[src/rtl/delay_timer_pkg.sv]
// Purpose: shared constants and types of the delay timer unit
// Assumes: 100 MHz ref_clk, timing base of 10 ms ticks
// Notes:   all spans are held as counts of 10 ms ticks
package delay_timer_pkg;

    // clock and tick timing
    localparam int CLK_PERIOD_NS  = 10;
    localparam int TICK_PERIOD_NS = 10_000_000;
    localparam int TICK_CYCLES_DEF = TICK_PERIOD_NS / CLK_PERIOD_NS;

    // widths
    localparam int CNT_W   = 26;
    localparam int FIELD_W = 7;
    localparam int REF_W   = 18;
    localparam int REF_NUM = 8;
    localparam int SEL_W   = 3;
    localparam int SYNC_N  = 3;

    // stored-constant field limits
    localparam int MAJOR_MAX     = 99;
    localparam int MINOR_MAX_SEC = 99;
    localparam int MINOR_MAX_60  = 59;

    // live-value limits
    localparam int REF_MAX_MS  = 99990;
    localparam int REF_MAX_SEC = 5999;
    localparam int REF_MAX_MIN = 5999;

    // unit conversion into ticks
    localparam int MS_PER_TICK  = 10;
    localparam int TICKS_PER_S  = 100;
    localparam int SEC_PER_MIN  = 60;
    localparam int TICKS_PER_M  = 6000;

    // synchroniser lane positions
    localparam int LN_LAUNCH = 0;
    localparam int LN_CLEAR  = 1;
    localparam int LN_PFAIL  = 2;

    localparam logic [CNT_W-1:0] COUNT_RST = 26'h0000000;

    typedef enum logic [1:0] {
        MODE_ON    = 2'h0,
        MODE_OFF   = 2'h1,
        MODE_ONOFF = 2'h2
    } mode_t;

    typedef enum logic [1:0] {
        BASE_SEC  = 2'h0,
        BASE_MIN  = 2'h1,
        BASE_HOUR = 2'h2
    } param_base_t;

    typedef enum logic [1:0] {
        UNIT_MS  = 2'h0,
        UNIT_SEC = 2'h1,
        UNIT_MIN = 2'h2
    } ref_unit_t;

    typedef enum logic {
        RET_NONE = 1'b0,
        RET_KEEP = 1'b1
    } retain_t;

    typedef enum logic [3:0] {
        ST_IDLE    = 4'h1,
        ST_HI_WAIT = 4'h2,
        ST_ON      = 4'h4,
        ST_LO_WAIT = 4'h8
    } timer_state_t;

endpackage

[src/rtl/tick_gen.sv]
// Purpose: periodic one-cycle tick that paces every elapsed count
// Assumes: TICK_CYCLES is at least 2
// Notes:   tick phase is free running, so a span may end up to one
//          tick early relative to the launch edge
`timescale 1ns/1ns
`default_nettype none
module tick_gen
    import delay_timer_pkg::*;
#(
    parameter int TICK_CYCLES = TICK_CYCLES_DEF
) (
    input  wire logic ref_clk,
    input  wire logic reset_n,
    output logic      tick
);
    localparam int TW = $clog2(TICK_CYCLES);
    localparam logic [TW-1:0] LAST = TW'(TICK_CYCLES - 1);

    typedef struct packed {
        logic [TW-1:0] cnt;
        logic          tick;
    } tick_st_t;

    tick_st_t st_r;
    tick_st_t st_nxt;

    always_comb begin
        st_nxt = st_r;
        st_nxt.tick = 1'b0;
        if (st_r.cnt == LAST) begin
            st_nxt.cnt = '0;
            st_nxt.tick = 1'b1;
        end else begin
            st_nxt.cnt = st_r.cnt + TW'(1);
        end
    end

    always_ff @(posedge ref_clk or negedge reset_n) begin
        if (!reset_n) begin
            st_r <= '0;
        end else begin
            st_r <= st_nxt;
        end
    end

    assign tick = st_r.tick;
endmodule
`default_nettype wire

[src/rtl/span_select.sv]
// Purpose: turn one span setting into a count of 10 ms ticks
// Assumes: ref_values holds REF_NUM signed live values, lane 0 lowest
// Notes:   out-of-range inputs saturate, they are never rejected
`timescale 1ns/1ns
`default_nettype none
module span_select
    import delay_timer_pkg::*;
(
    input  wire logic                     ref_clk,
    input  wire logic                     reset_n,
    input  wire logic                     src_ref,
    input  wire param_base_t              base,
    input  wire logic [FIELD_W-1:0]       major,
    input  wire logic [FIELD_W-1:0]       minor,
    input  wire logic [SEL_W-1:0]         block_sel,
    input  wire ref_unit_t                unit,
    input  wire logic [REF_NUM*REF_W-1:0] ref_values,
    output logic      [CNT_W-1:0]         span
);
    typedef struct packed {
        logic [CNT_W-1:0] span;
    } span_st_t;

    span_st_t st_r;
    span_st_t st_nxt;

    // saturate a signed live value into 0..mx
    function automatic logic [CNT_W-1:0] clamp_ref(
        input logic signed [REF_W-1:0] v,
        input int                      mx
    );
        logic [CNT_W-1:0] r;
        r = '0;
        if (v < 0) begin
            r = '0;
        end else if (int'(v) > mx) begin
            r = CNT_W'(mx);
        end else begin
            r = CNT_W'(unsigned'(v));
        end
        return r;
    endfunction

    function automatic logic [CNT_W-1:0] clamp_field(
        input logic [FIELD_W-1:0] v,
        input int                 mx
    );
        logic [CNT_W-1:0] r;
        r = CNT_W'(v);
        if (int'(v) > mx) begin
            r = CNT_W'(mx);
        end
        return r;
    endfunction

    logic signed [REF_W-1:0] live;
    logic [CNT_W-1:0]        maj;
    logic [CNT_W-1:0]        mnr;

    assign live = ref_values[block_sel*REF_W +: REF_W];

    always_comb begin
        st_nxt = st_r;
        maj = clamp_field(major, MAJOR_MAX);
        mnr = clamp_field(minor,
            (base == BASE_SEC) ? MINOR_MAX_SEC : MINOR_MAX_60);
        if (src_ref) begin
            case (unit)
                UNIT_MS: st_nxt.span =
                    clamp_ref(live, REF_MAX_MS) / CNT_W'(MS_PER_TICK);
                UNIT_SEC: st_nxt.span =
                    clamp_ref(live, REF_MAX_SEC) * CNT_W'(TICKS_PER_S);
                UNIT_MIN: st_nxt.span =
                    clamp_ref(live, REF_MAX_MIN) * CNT_W'(TICKS_PER_M);
                default: st_nxt.span = '0;
            endcase
        end else begin
            case (base)
                BASE_SEC: st_nxt.span =
                    maj * CNT_W'(TICKS_PER_S) + mnr;
                BASE_MIN: st_nxt.span =
                    (maj * CNT_W'(SEC_PER_MIN) + mnr)
                    * CNT_W'(TICKS_PER_S);
                BASE_HOUR: st_nxt.span =
                    (maj * CNT_W'(SEC_PER_MIN) + mnr)
                    * CNT_W'(TICKS_PER_M);
                default: st_nxt.span = '0;
            endcase
        end
    end

    always_ff @(posedge ref_clk or negedge reset_n) begin
        if (!reset_n) begin
            st_r <= '0;
        end else begin
            st_r <= st_nxt;
        end
    end

    assign span = st_r.span;
endmodule
`default_nettype wire

[src/rtl/delay_timer_unit.sv]
// Purpose: on-delay, off-delay and on/off-delay timer on one launch input
// Assumes: launch_in, clear_in, power_fail_in are asynchronous pins;
//          all other inputs are synchronous to ref_clk
// Notes:   power_fail_in high models supply loss; its release is the
//          restore point where retention is applied
// Behaviour
// on-delay: output rises only after launch stayed high for full span
// on-delay: launch falling early clears the elapsed count
// on-delay: output is 0 whenever launch is low
// after power failure, no retention clears output and count; else kept
// retention setting per instance: none or retained
// stored span in seconds, minutes or hours with printed limits
// live span read as ms, s or min with printed maxima
// out-of-range live values saturate to the nearest valid value
// each span from stored constant or selected block's live value
// off-delay: output rises at once with launch
// off-delay: count restarts at launch fall, output stays high
// off-delay: output drops when elapsed count reaches the span
// off-delay: new launch pulse retriggers the timing
// off-delay: clear zeroes the count and output at once
// on/off: rise starts high delay, output 1 if launch held
// on/off: early fall clears the high delay count
// on/off: fall starts low delay, output 0 if launch stays low
// on/off: early rise clears the low delay count
// count advances on a 10 ms tick and is compared every tick
`timescale 1ns/1ns
`default_nettype none
module delay_timer_unit
    import delay_timer_pkg::*;
#(
    parameter int TICK_CYCLES = TICK_CYCLES_DEF
) (
    input  wire logic                     ref_clk,
    input  wire logic                     reset_n,
    input  wire logic                     launch_in,
    input  wire logic                     clear_in,
    input  wire logic                     power_fail_in,
    input  wire mode_t                    mode_sel,
    input  wire retain_t                  retain_sel,
    input  wire logic                     hi_src_ref,
    input  wire param_base_t              hi_base,
    input  wire logic [FIELD_W-1:0]       hi_major,
    input  wire logic [FIELD_W-1:0]       hi_minor,
    input  wire logic [SEL_W-1:0]         hi_block_sel,
    input  wire ref_unit_t                hi_unit,
    input  wire logic                     lo_src_ref,
    input  wire param_base_t              lo_base,
    input  wire logic [FIELD_W-1:0]       lo_major,
    input  wire logic [FIELD_W-1:0]       lo_minor,
    input  wire logic [SEL_W-1:0]         lo_block_sel,
    input  wire ref_unit_t                lo_unit,
    input  wire logic [REF_NUM*REF_W-1:0] ref_values,
    output logic                          q_out,
    output logic      [CNT_W-1:0]         elapsed_count,
    output logic                          timing_active
);
    typedef struct packed {
        logic [SYNC_N-1:0] s1;
        logic [SYNC_N-1:0] s2;
        logic [SYNC_N-1:0] s3;
        logic [SYNC_N-1:0] filt;
        logic [SYNC_N-1:0] prev;
        mode_t             mode;
        timer_state_t      state;
        logic              q;
        logic [CNT_W-1:0]  count;
    } timer_st_t;

    timer_st_t        st_r;
    timer_st_t        st_nxt;
    logic             tick;
    logic [CNT_W-1:0] high_delay;
    logic [CNT_W-1:0] low_delay;
    logic [CNT_W-1:0] span_cur;
    logic             launch_f;
    logic             launch_rise;
    logic             launch_fall;
    logic             clear_f;
    logic             pf_active;
    logic             pf_restore;
    logic             expired;
    logic             normal;

    tick_gen #(
        .TICK_CYCLES(TICK_CYCLES)
    ) u_tick (
        .ref_clk(ref_clk),
        .reset_n(reset_n),
        .tick   (tick)
    );

    // high_delay doubles as the single span of on- and off-delay modes
    span_select u_span_hi (
        .ref_clk   (ref_clk),
        .reset_n   (reset_n),
        .src_ref   (hi_src_ref),
        .base      (hi_base),
        .major     (hi_major),
        .minor     (hi_minor),
        .block_sel (hi_block_sel),
        .unit      (hi_unit),
        .ref_values(ref_values),
        .span      (high_delay)
    );

    span_select u_span_lo (
        .ref_clk   (ref_clk),
        .reset_n   (reset_n),
        .src_ref   (lo_src_ref),
        .base      (lo_base),
        .major     (lo_major),
        .minor     (lo_minor),
        .block_sel (lo_block_sel),
        .unit      (lo_unit),
        .ref_values(ref_values),
        .span      (low_delay)
    );

    assign launch_f    = st_r.filt[LN_LAUNCH];
    assign launch_rise = st_r.filt[LN_LAUNCH] & ~st_r.prev[LN_LAUNCH];
    assign launch_fall = ~st_r.filt[LN_LAUNCH] & st_r.prev[LN_LAUNCH];
    assign clear_f     = st_r.filt[LN_CLEAR];
    assign pf_active   = st_r.filt[LN_PFAIL];
    assign pf_restore  = ~st_r.filt[LN_PFAIL] & st_r.prev[LN_PFAIL];
    assign normal      = ~pf_active & ~pf_restore & (mode_sel == st_r.mode);
    assign span_cur    = (st_r.mode == MODE_ONOFF && st_r.state == ST_LO_WAIT)
                         ? low_delay : high_delay;
    assign expired     = st_r.count >= span_cur;

    always_comb begin
        st_nxt = st_r;
        st_nxt.s1 = {power_fail_in, clear_in, launch_in};
        st_nxt.s2 = st_r.s1;
        st_nxt.s3 = st_r.s2;
        // a lane only changes once the second and third stage agree
        for (int i = 0; i < SYNC_N; i++) begin
            if (st_r.s2[i] == st_r.s3[i]) begin
                st_nxt.filt[i] = st_r.s3[i];
            end
        end
        st_nxt.prev = st_r.filt;
        st_nxt.mode = mode_sel;
        if (pf_restore) begin
            if (retain_sel == RET_NONE) begin
                st_nxt.state = ST_IDLE;
                st_nxt.q = 1'b0;
                st_nxt.count = COUNT_RST;
            end
        end else if (pf_active) begin
            // supply gone: the timing state stays frozen
            st_nxt.state = st_r.state;
        end else if (mode_sel != st_r.mode) begin
            st_nxt.state = ST_IDLE;
            st_nxt.q = 1'b0;
            st_nxt.count = COUNT_RST;
        end else begin
            case (st_r.state)
                ST_IDLE: begin
                    st_nxt.count = COUNT_RST;
                    if (st_r.mode == MODE_OFF) begin
                        if (!clear_f && launch_rise) begin
                            st_nxt.state = ST_ON;
                            st_nxt.q = 1'b1;
                        end
                    end else if (st_r.mode == MODE_ON ? launch_f
                                                       : launch_rise) begin
                        st_nxt.state = ST_HI_WAIT;
                    end
                end
                ST_HI_WAIT: begin
                    if (!launch_f) begin
                        st_nxt.state = ST_IDLE;
                        st_nxt.count = COUNT_RST;
                        st_nxt.q = 1'b0;
                    end else if (expired) begin
                        st_nxt.state = ST_ON;
                        st_nxt.q = 1'b1;
                        st_nxt.count = COUNT_RST;
                    end else if (tick) begin
                        st_nxt.count = st_r.count + CNT_W'(1);
                    end
                end
                ST_ON: begin
                    if (st_r.mode == MODE_OFF && clear_f) begin
                        st_nxt.state = ST_IDLE;
                        st_nxt.q = 1'b0;
                        st_nxt.count = COUNT_RST;
                    end else if (st_r.mode == MODE_ON) begin
                        if (!launch_f) begin
                            st_nxt.state = ST_IDLE;
                            st_nxt.q = 1'b0;
                        end
                    end else if (launch_fall) begin
                        st_nxt.state = ST_LO_WAIT;
                        st_nxt.count = COUNT_RST;
                    end
                end
                ST_LO_WAIT: begin
                    if (st_r.mode == MODE_OFF && clear_f) begin
                        st_nxt.state = ST_IDLE;
                        st_nxt.q = 1'b0;
                        st_nxt.count = COUNT_RST;
                    end else if (launch_rise) begin
                        st_nxt.state = ST_ON;
                        st_nxt.count = COUNT_RST;
                    end else if (expired) begin
                        st_nxt.state = ST_IDLE;
                        st_nxt.q = 1'b0;
                        st_nxt.count = COUNT_RST;
                    end else if (tick) begin
                        st_nxt.count = st_r.count + CNT_W'(1);
                    end
                end
                default: begin
                    st_nxt.state = ST_IDLE;
                    st_nxt.q = 1'b0;
                    st_nxt.count = COUNT_RST;
                end
            endcase
        end
    end

    always_ff @(posedge ref_clk or negedge reset_n) begin
        if (!reset_n) begin
            st_r <= '{s1: '0, s2: '0, s3: '0, filt: '0, prev: '0,
                      mode: MODE_ON, state: ST_IDLE, q: 1'b0,
                      count: COUNT_RST};
        end else begin
            st_r <= st_nxt;
        end
    end

    assign q_out         = st_r.q;
    assign elapsed_count = st_r.count;
    assign timing_active = st_r.state[1] | st_r.state[3];
endmodule
`default_nettype wire

[config.mk]
export PLATFORM = sky130hd
export DESIGN_NAME = delay_timer_unit
export DESIGN_NICKNAME = d
export VERILOG_FILES = /design/src/rtl/delay_timer_pkg.sv /design/src/rtl/tick_gen.sv /design/src/rtl/span_select.sv /design/src/rtl/delay_timer_unit.sv
export SDC_FILE = /design/constraint.sdc
export NUM_CORES = 2
export LEC_CHECK = 0
export ABC_AREA = 0
export BUFFER_PORTS_ARGS = -buffer_cell sky130_fd_sc_hd__buf_4
export CAP_MARGIN = 40
export CORE_AREA = 3 3 239 241
export CTS_CLUSTER_SIZE = 14
export DETAILED_ROUTE_END_ITERATION = 7
export DIE_AREA = 0 0 242 244
export PLACE_DENSITY = 0.78
export RECOVER_POWER = 100
export SKIP_CTS_REPAIR_TIMING = 1
export SLEW_MARGIN = 20
export SYNTH_ARGS = -nofsm -noshare
export SYNTH_HDL_FRONTEND = slang
export SYNTH_SLANG_ARGS = --single-unit
[constraint.sdc]
create_clock -name ref_clk -period 10.4 [get_ports ref_clk]
set_input_delay 0.52 -clock ref_clk [delete_from_list [all_inputs] [get_ports ref_clk]]
set_output_delay 0.52 -clock ref_clk [all_outputs]
set_load 0.02 [all_outputs]
==> metrics.md <==
| Metric | Value |
|---|---|
| Post-synth EDFFs | 0 |
| Initial DRC Count | 2556 |
| Clock Skews | 8.78 ps |
| Area delta synth->final | 8.02% |
| Mapped Area | 34200 µm² |
| Global route overflow | 0 |
| Kind of critical path | in -> reg |
| Chip height | 244 µm |
| Min-Delay Path Class | in -> reg |
| Layout cells sized above 1 | 10.3% |
| Sequential element share of the synthesized area | 8.79% |
| Failing checks | capacitance limit, slew limit |
| Slowest stage delay, CP | 610 ps |
| CTS clock-pin slew for the worst setup and hold paths | 60 ps |
| FFs w/ async S/R, synth | 100% |
| Max Root-Sink Buffers | 2 |
| Largest family of logic cells by synthesized area | adder cells |
| Yosys top cell area share | 19.1% |
| RSZ-0062 raised after global routing | false |
| Fin crit period | 9490 ps |
| Fraction of synthesized area in multiplexers | 7.82% |
| Cell row count | 86 |
| Total wire length | 89900 µm |
| Io pins | 224 |
| Max Cap Viol | 4 |
| Final Hold Fails | 0 |
| Worst EP required | 10710 ps |
| Root buf cell | clkbuf_16 |
| Ys flop type | dfrtp_1 |
| Most frequent CP cell | inv_1 |
| Inserted Clock Buffers | 17 |
| Initial antenna violation count | 2 |
| Max Slew Vio Count | 143 |
| Via density | 6.00 |
| ANT nets after route | 0 |
| Area leader, netlist | fa_1 |
| Area occupied by multi-input gates | 27900 µm² |
| Synthesis-stage register bit count | 120 |
| Fill cells | 4608 |
| Synth Area in Simple Gates | 12.0% |
| Avg Inst Size Synth | 8.70 µm² |
| Worst skew pair latency | 420 ps |
| CTS tree | yes |
| Initial Util | 62.0% |
| TNS Setup | 0 ps |
| Core Region | 55100 µm² |
| Achievable frequency | 0.105 GHz |
| HPWL after detailed placement | 75800 µm |
| WP buf/inv | 9 |
| Post-route DRC violation count | 0 |
| Syn. warnings | 0 |
| Clock sinks | 120 |
| Final period utilization | 91.3% |
| Reg2reg setup slack | 2820 ps |
| IO buf count | 223 |
| Status | complete, but fails checks |
| Die width | 242 µm |
| Critical path startpoint category | primary input |
| Setup violators final | 0 |
| Vias | 29300 |
| Netlist cell types | 121 |
| First-pass iteration count of the detailed router | 6 |
| Vias in the first global route | 28300 |
| Post-Synth Adder-Cell Area | 38.3% |
| Slew Limit Headroom | -110% |
| Cells on worst reg2reg path | 27 |
| Wire per inst | 18.4 µm |
| Largest cells by area after synthesis | fa_1 (19%), ha_1 (19%), dfrtp_1 (8.7%) |
| CP max stage cell | o311ai_0 |
| Layout Nets | 5157 |
| Global-route wire length before repair | 147000 µm |
| Crit-path leading delay family | adder cells |
| Mapped Cells | 3929 |
| CP Depth | 39 |
| GRT Util Overall | 30.2% |
| Xor-xnor portion of the synthesized cell area | 5.38% |
| Arrival time of the worst setup path | 9800 ps |
| Pin count of the biggest net entering global routing | 68 |
| Max FO, Critical Path | 6 |
| Worst setup EP type | flip-flop |
| Placer Congestion | 0.959 |
| Register area | 3000 µm² |
| Hold depth | 1 |
| Compound-cell area share of the yosys netlist | 17.7% |
| Worst Tran Pin Value | 3150 ps |
| Die area | 59000 µm² |
| H-tree levels | 4 |
[synthesized netlist by cell type, drive strengths merged (20+ instances only)]
master    n
a21o     66
nand2b   27
nand3    90
a31oi    25
buf      62
o21bai   64
nand2   238
or3      36
mux2     32
and2     21
a22oi    20
clkbuf   85
nor2b    27
mux2i    72
o21a     43
xnor2   142
and3     43
nor3     85
inv     708
xor2     65
mux4     68
a21oi   236
fa      326
nor2    193
o211ai   54
dfrtp   119
o22ai    41
a211oi   35
o21ai   124
nand4    21
ha      520
[through the flow]
stage	setup slack, ps	instances	utilization [%]	area (µm²)	hold WS [ps]
2_1_floorplan	1400	3977	-	34400	224
3_3_place_gp	637	4840	66.3	36500	344
3_5_place_dp	457	4841	66.3	36500	336
4_1_cts	841	4873	67.3	37100	191
5_1_grt	274	4878	67.0	36900	209
6_report	910	4878	67.0	36900	226
[final timing paths]
kind | start | endpoint
min | clear_in | st_nxt[43]
max reg2reg | st_r[27] | elapsed_count[0]
max in group asynchronous | reset_n | u_span_hi.span[18]
min reg2reg | st_nxt[44] | st_nxt[41]
min in group asynchronous | reset_n | elapsed_count[4]
max | lo_major[4] | u_span_lo.span[25]
[cells by family after synthesis]
logic type	Yosys count
AOI/OAI and AO/OA	878
adders and majority gates	853
other	2
muxes	172
xor gates and xnor gates	207
DFF	120
and+or+nand+nor	842
buffers and inverters	855
[registers in the layout, indices dropped and copies added, names as in the netlist]
register	count
st_r	11
u_tick.tick	1
pf_active	1
u_span_hi.span	26
launch_f	1
q_out	1
st_nxt	6
u_span_lo.span	26
elapsed_count	26
clear_f	1
u_tick.st_r	20
[layout make-up]
type,instances,share of cell area [%]
multi-input cells,3002,75.5
diodes,2,0.0136
flip-flops and latches,120,8.14
inverters,708,7.20
well taps,748,2.53
clock inverters,15,0.451
clock buffers,17,1.15
repair buffers,266,5.03
[layer usage]
metal  share of wire, %  up-vias  wire length (µm)  track usage, %
met3                7.7      168              6890            4.59
met1                 42    14100             38100            41.5
met5                  0        -                 0               0
met2                 46     1145             41700            49.2
met4                3.5        0              3120            9.85
li1                   -    13900                 -               -
[worst reg2reg max path, delay by kind of cell (launching register included)]
family / cells / cell delay, ps
multiplexers: 1 / 540
AND/OR/NAND/NOR: 4 / 610
adder cells (fa/ha/maj): 1 / 440
AO/OA/AOI/OAI: 19 / 3130
flip-flops: 1 / 570
buffers and inverters: 2 / 2190
[cell usage in the layout, fill, tap and decap left out, drive strengths merged, types with 21 or more instances in the layout]
| master | count |
|---|---|
| nand2b | 27 |
| nand4 | 21 |
| o22ai | 41 |
| and3 | 43 |
| nand3 | 90 |
| nor3 | 85 |
| o211ai | 54 |
| conb | 50 |
| nor2b | 27 |
| dfrtp | 119 |
| mux2i | 72 |
| a21oi | 236 |
| buf | 222 |
| o21bai | 64 |
| mux4 | 68 |
| clkbuf | 60 |
| mux2 | 32 |
| o21ai | 124 |
| and2 | 21 |
| ha | 520 |
| inv | 714 |
| fa | 326 |
| a211oi | 35 |
| a21o | 66 |
| o21a | 43 |
| xor2 | 65 |
| or3 | 36 |
| nand2 | 238 |
| xnor2 | 142 |
| a31oi | 25 |
| nor2 | 193 |
Power is not shown: default switching activity piles up to over one toggle a cycle in this logic, so the estimate is an artifact.
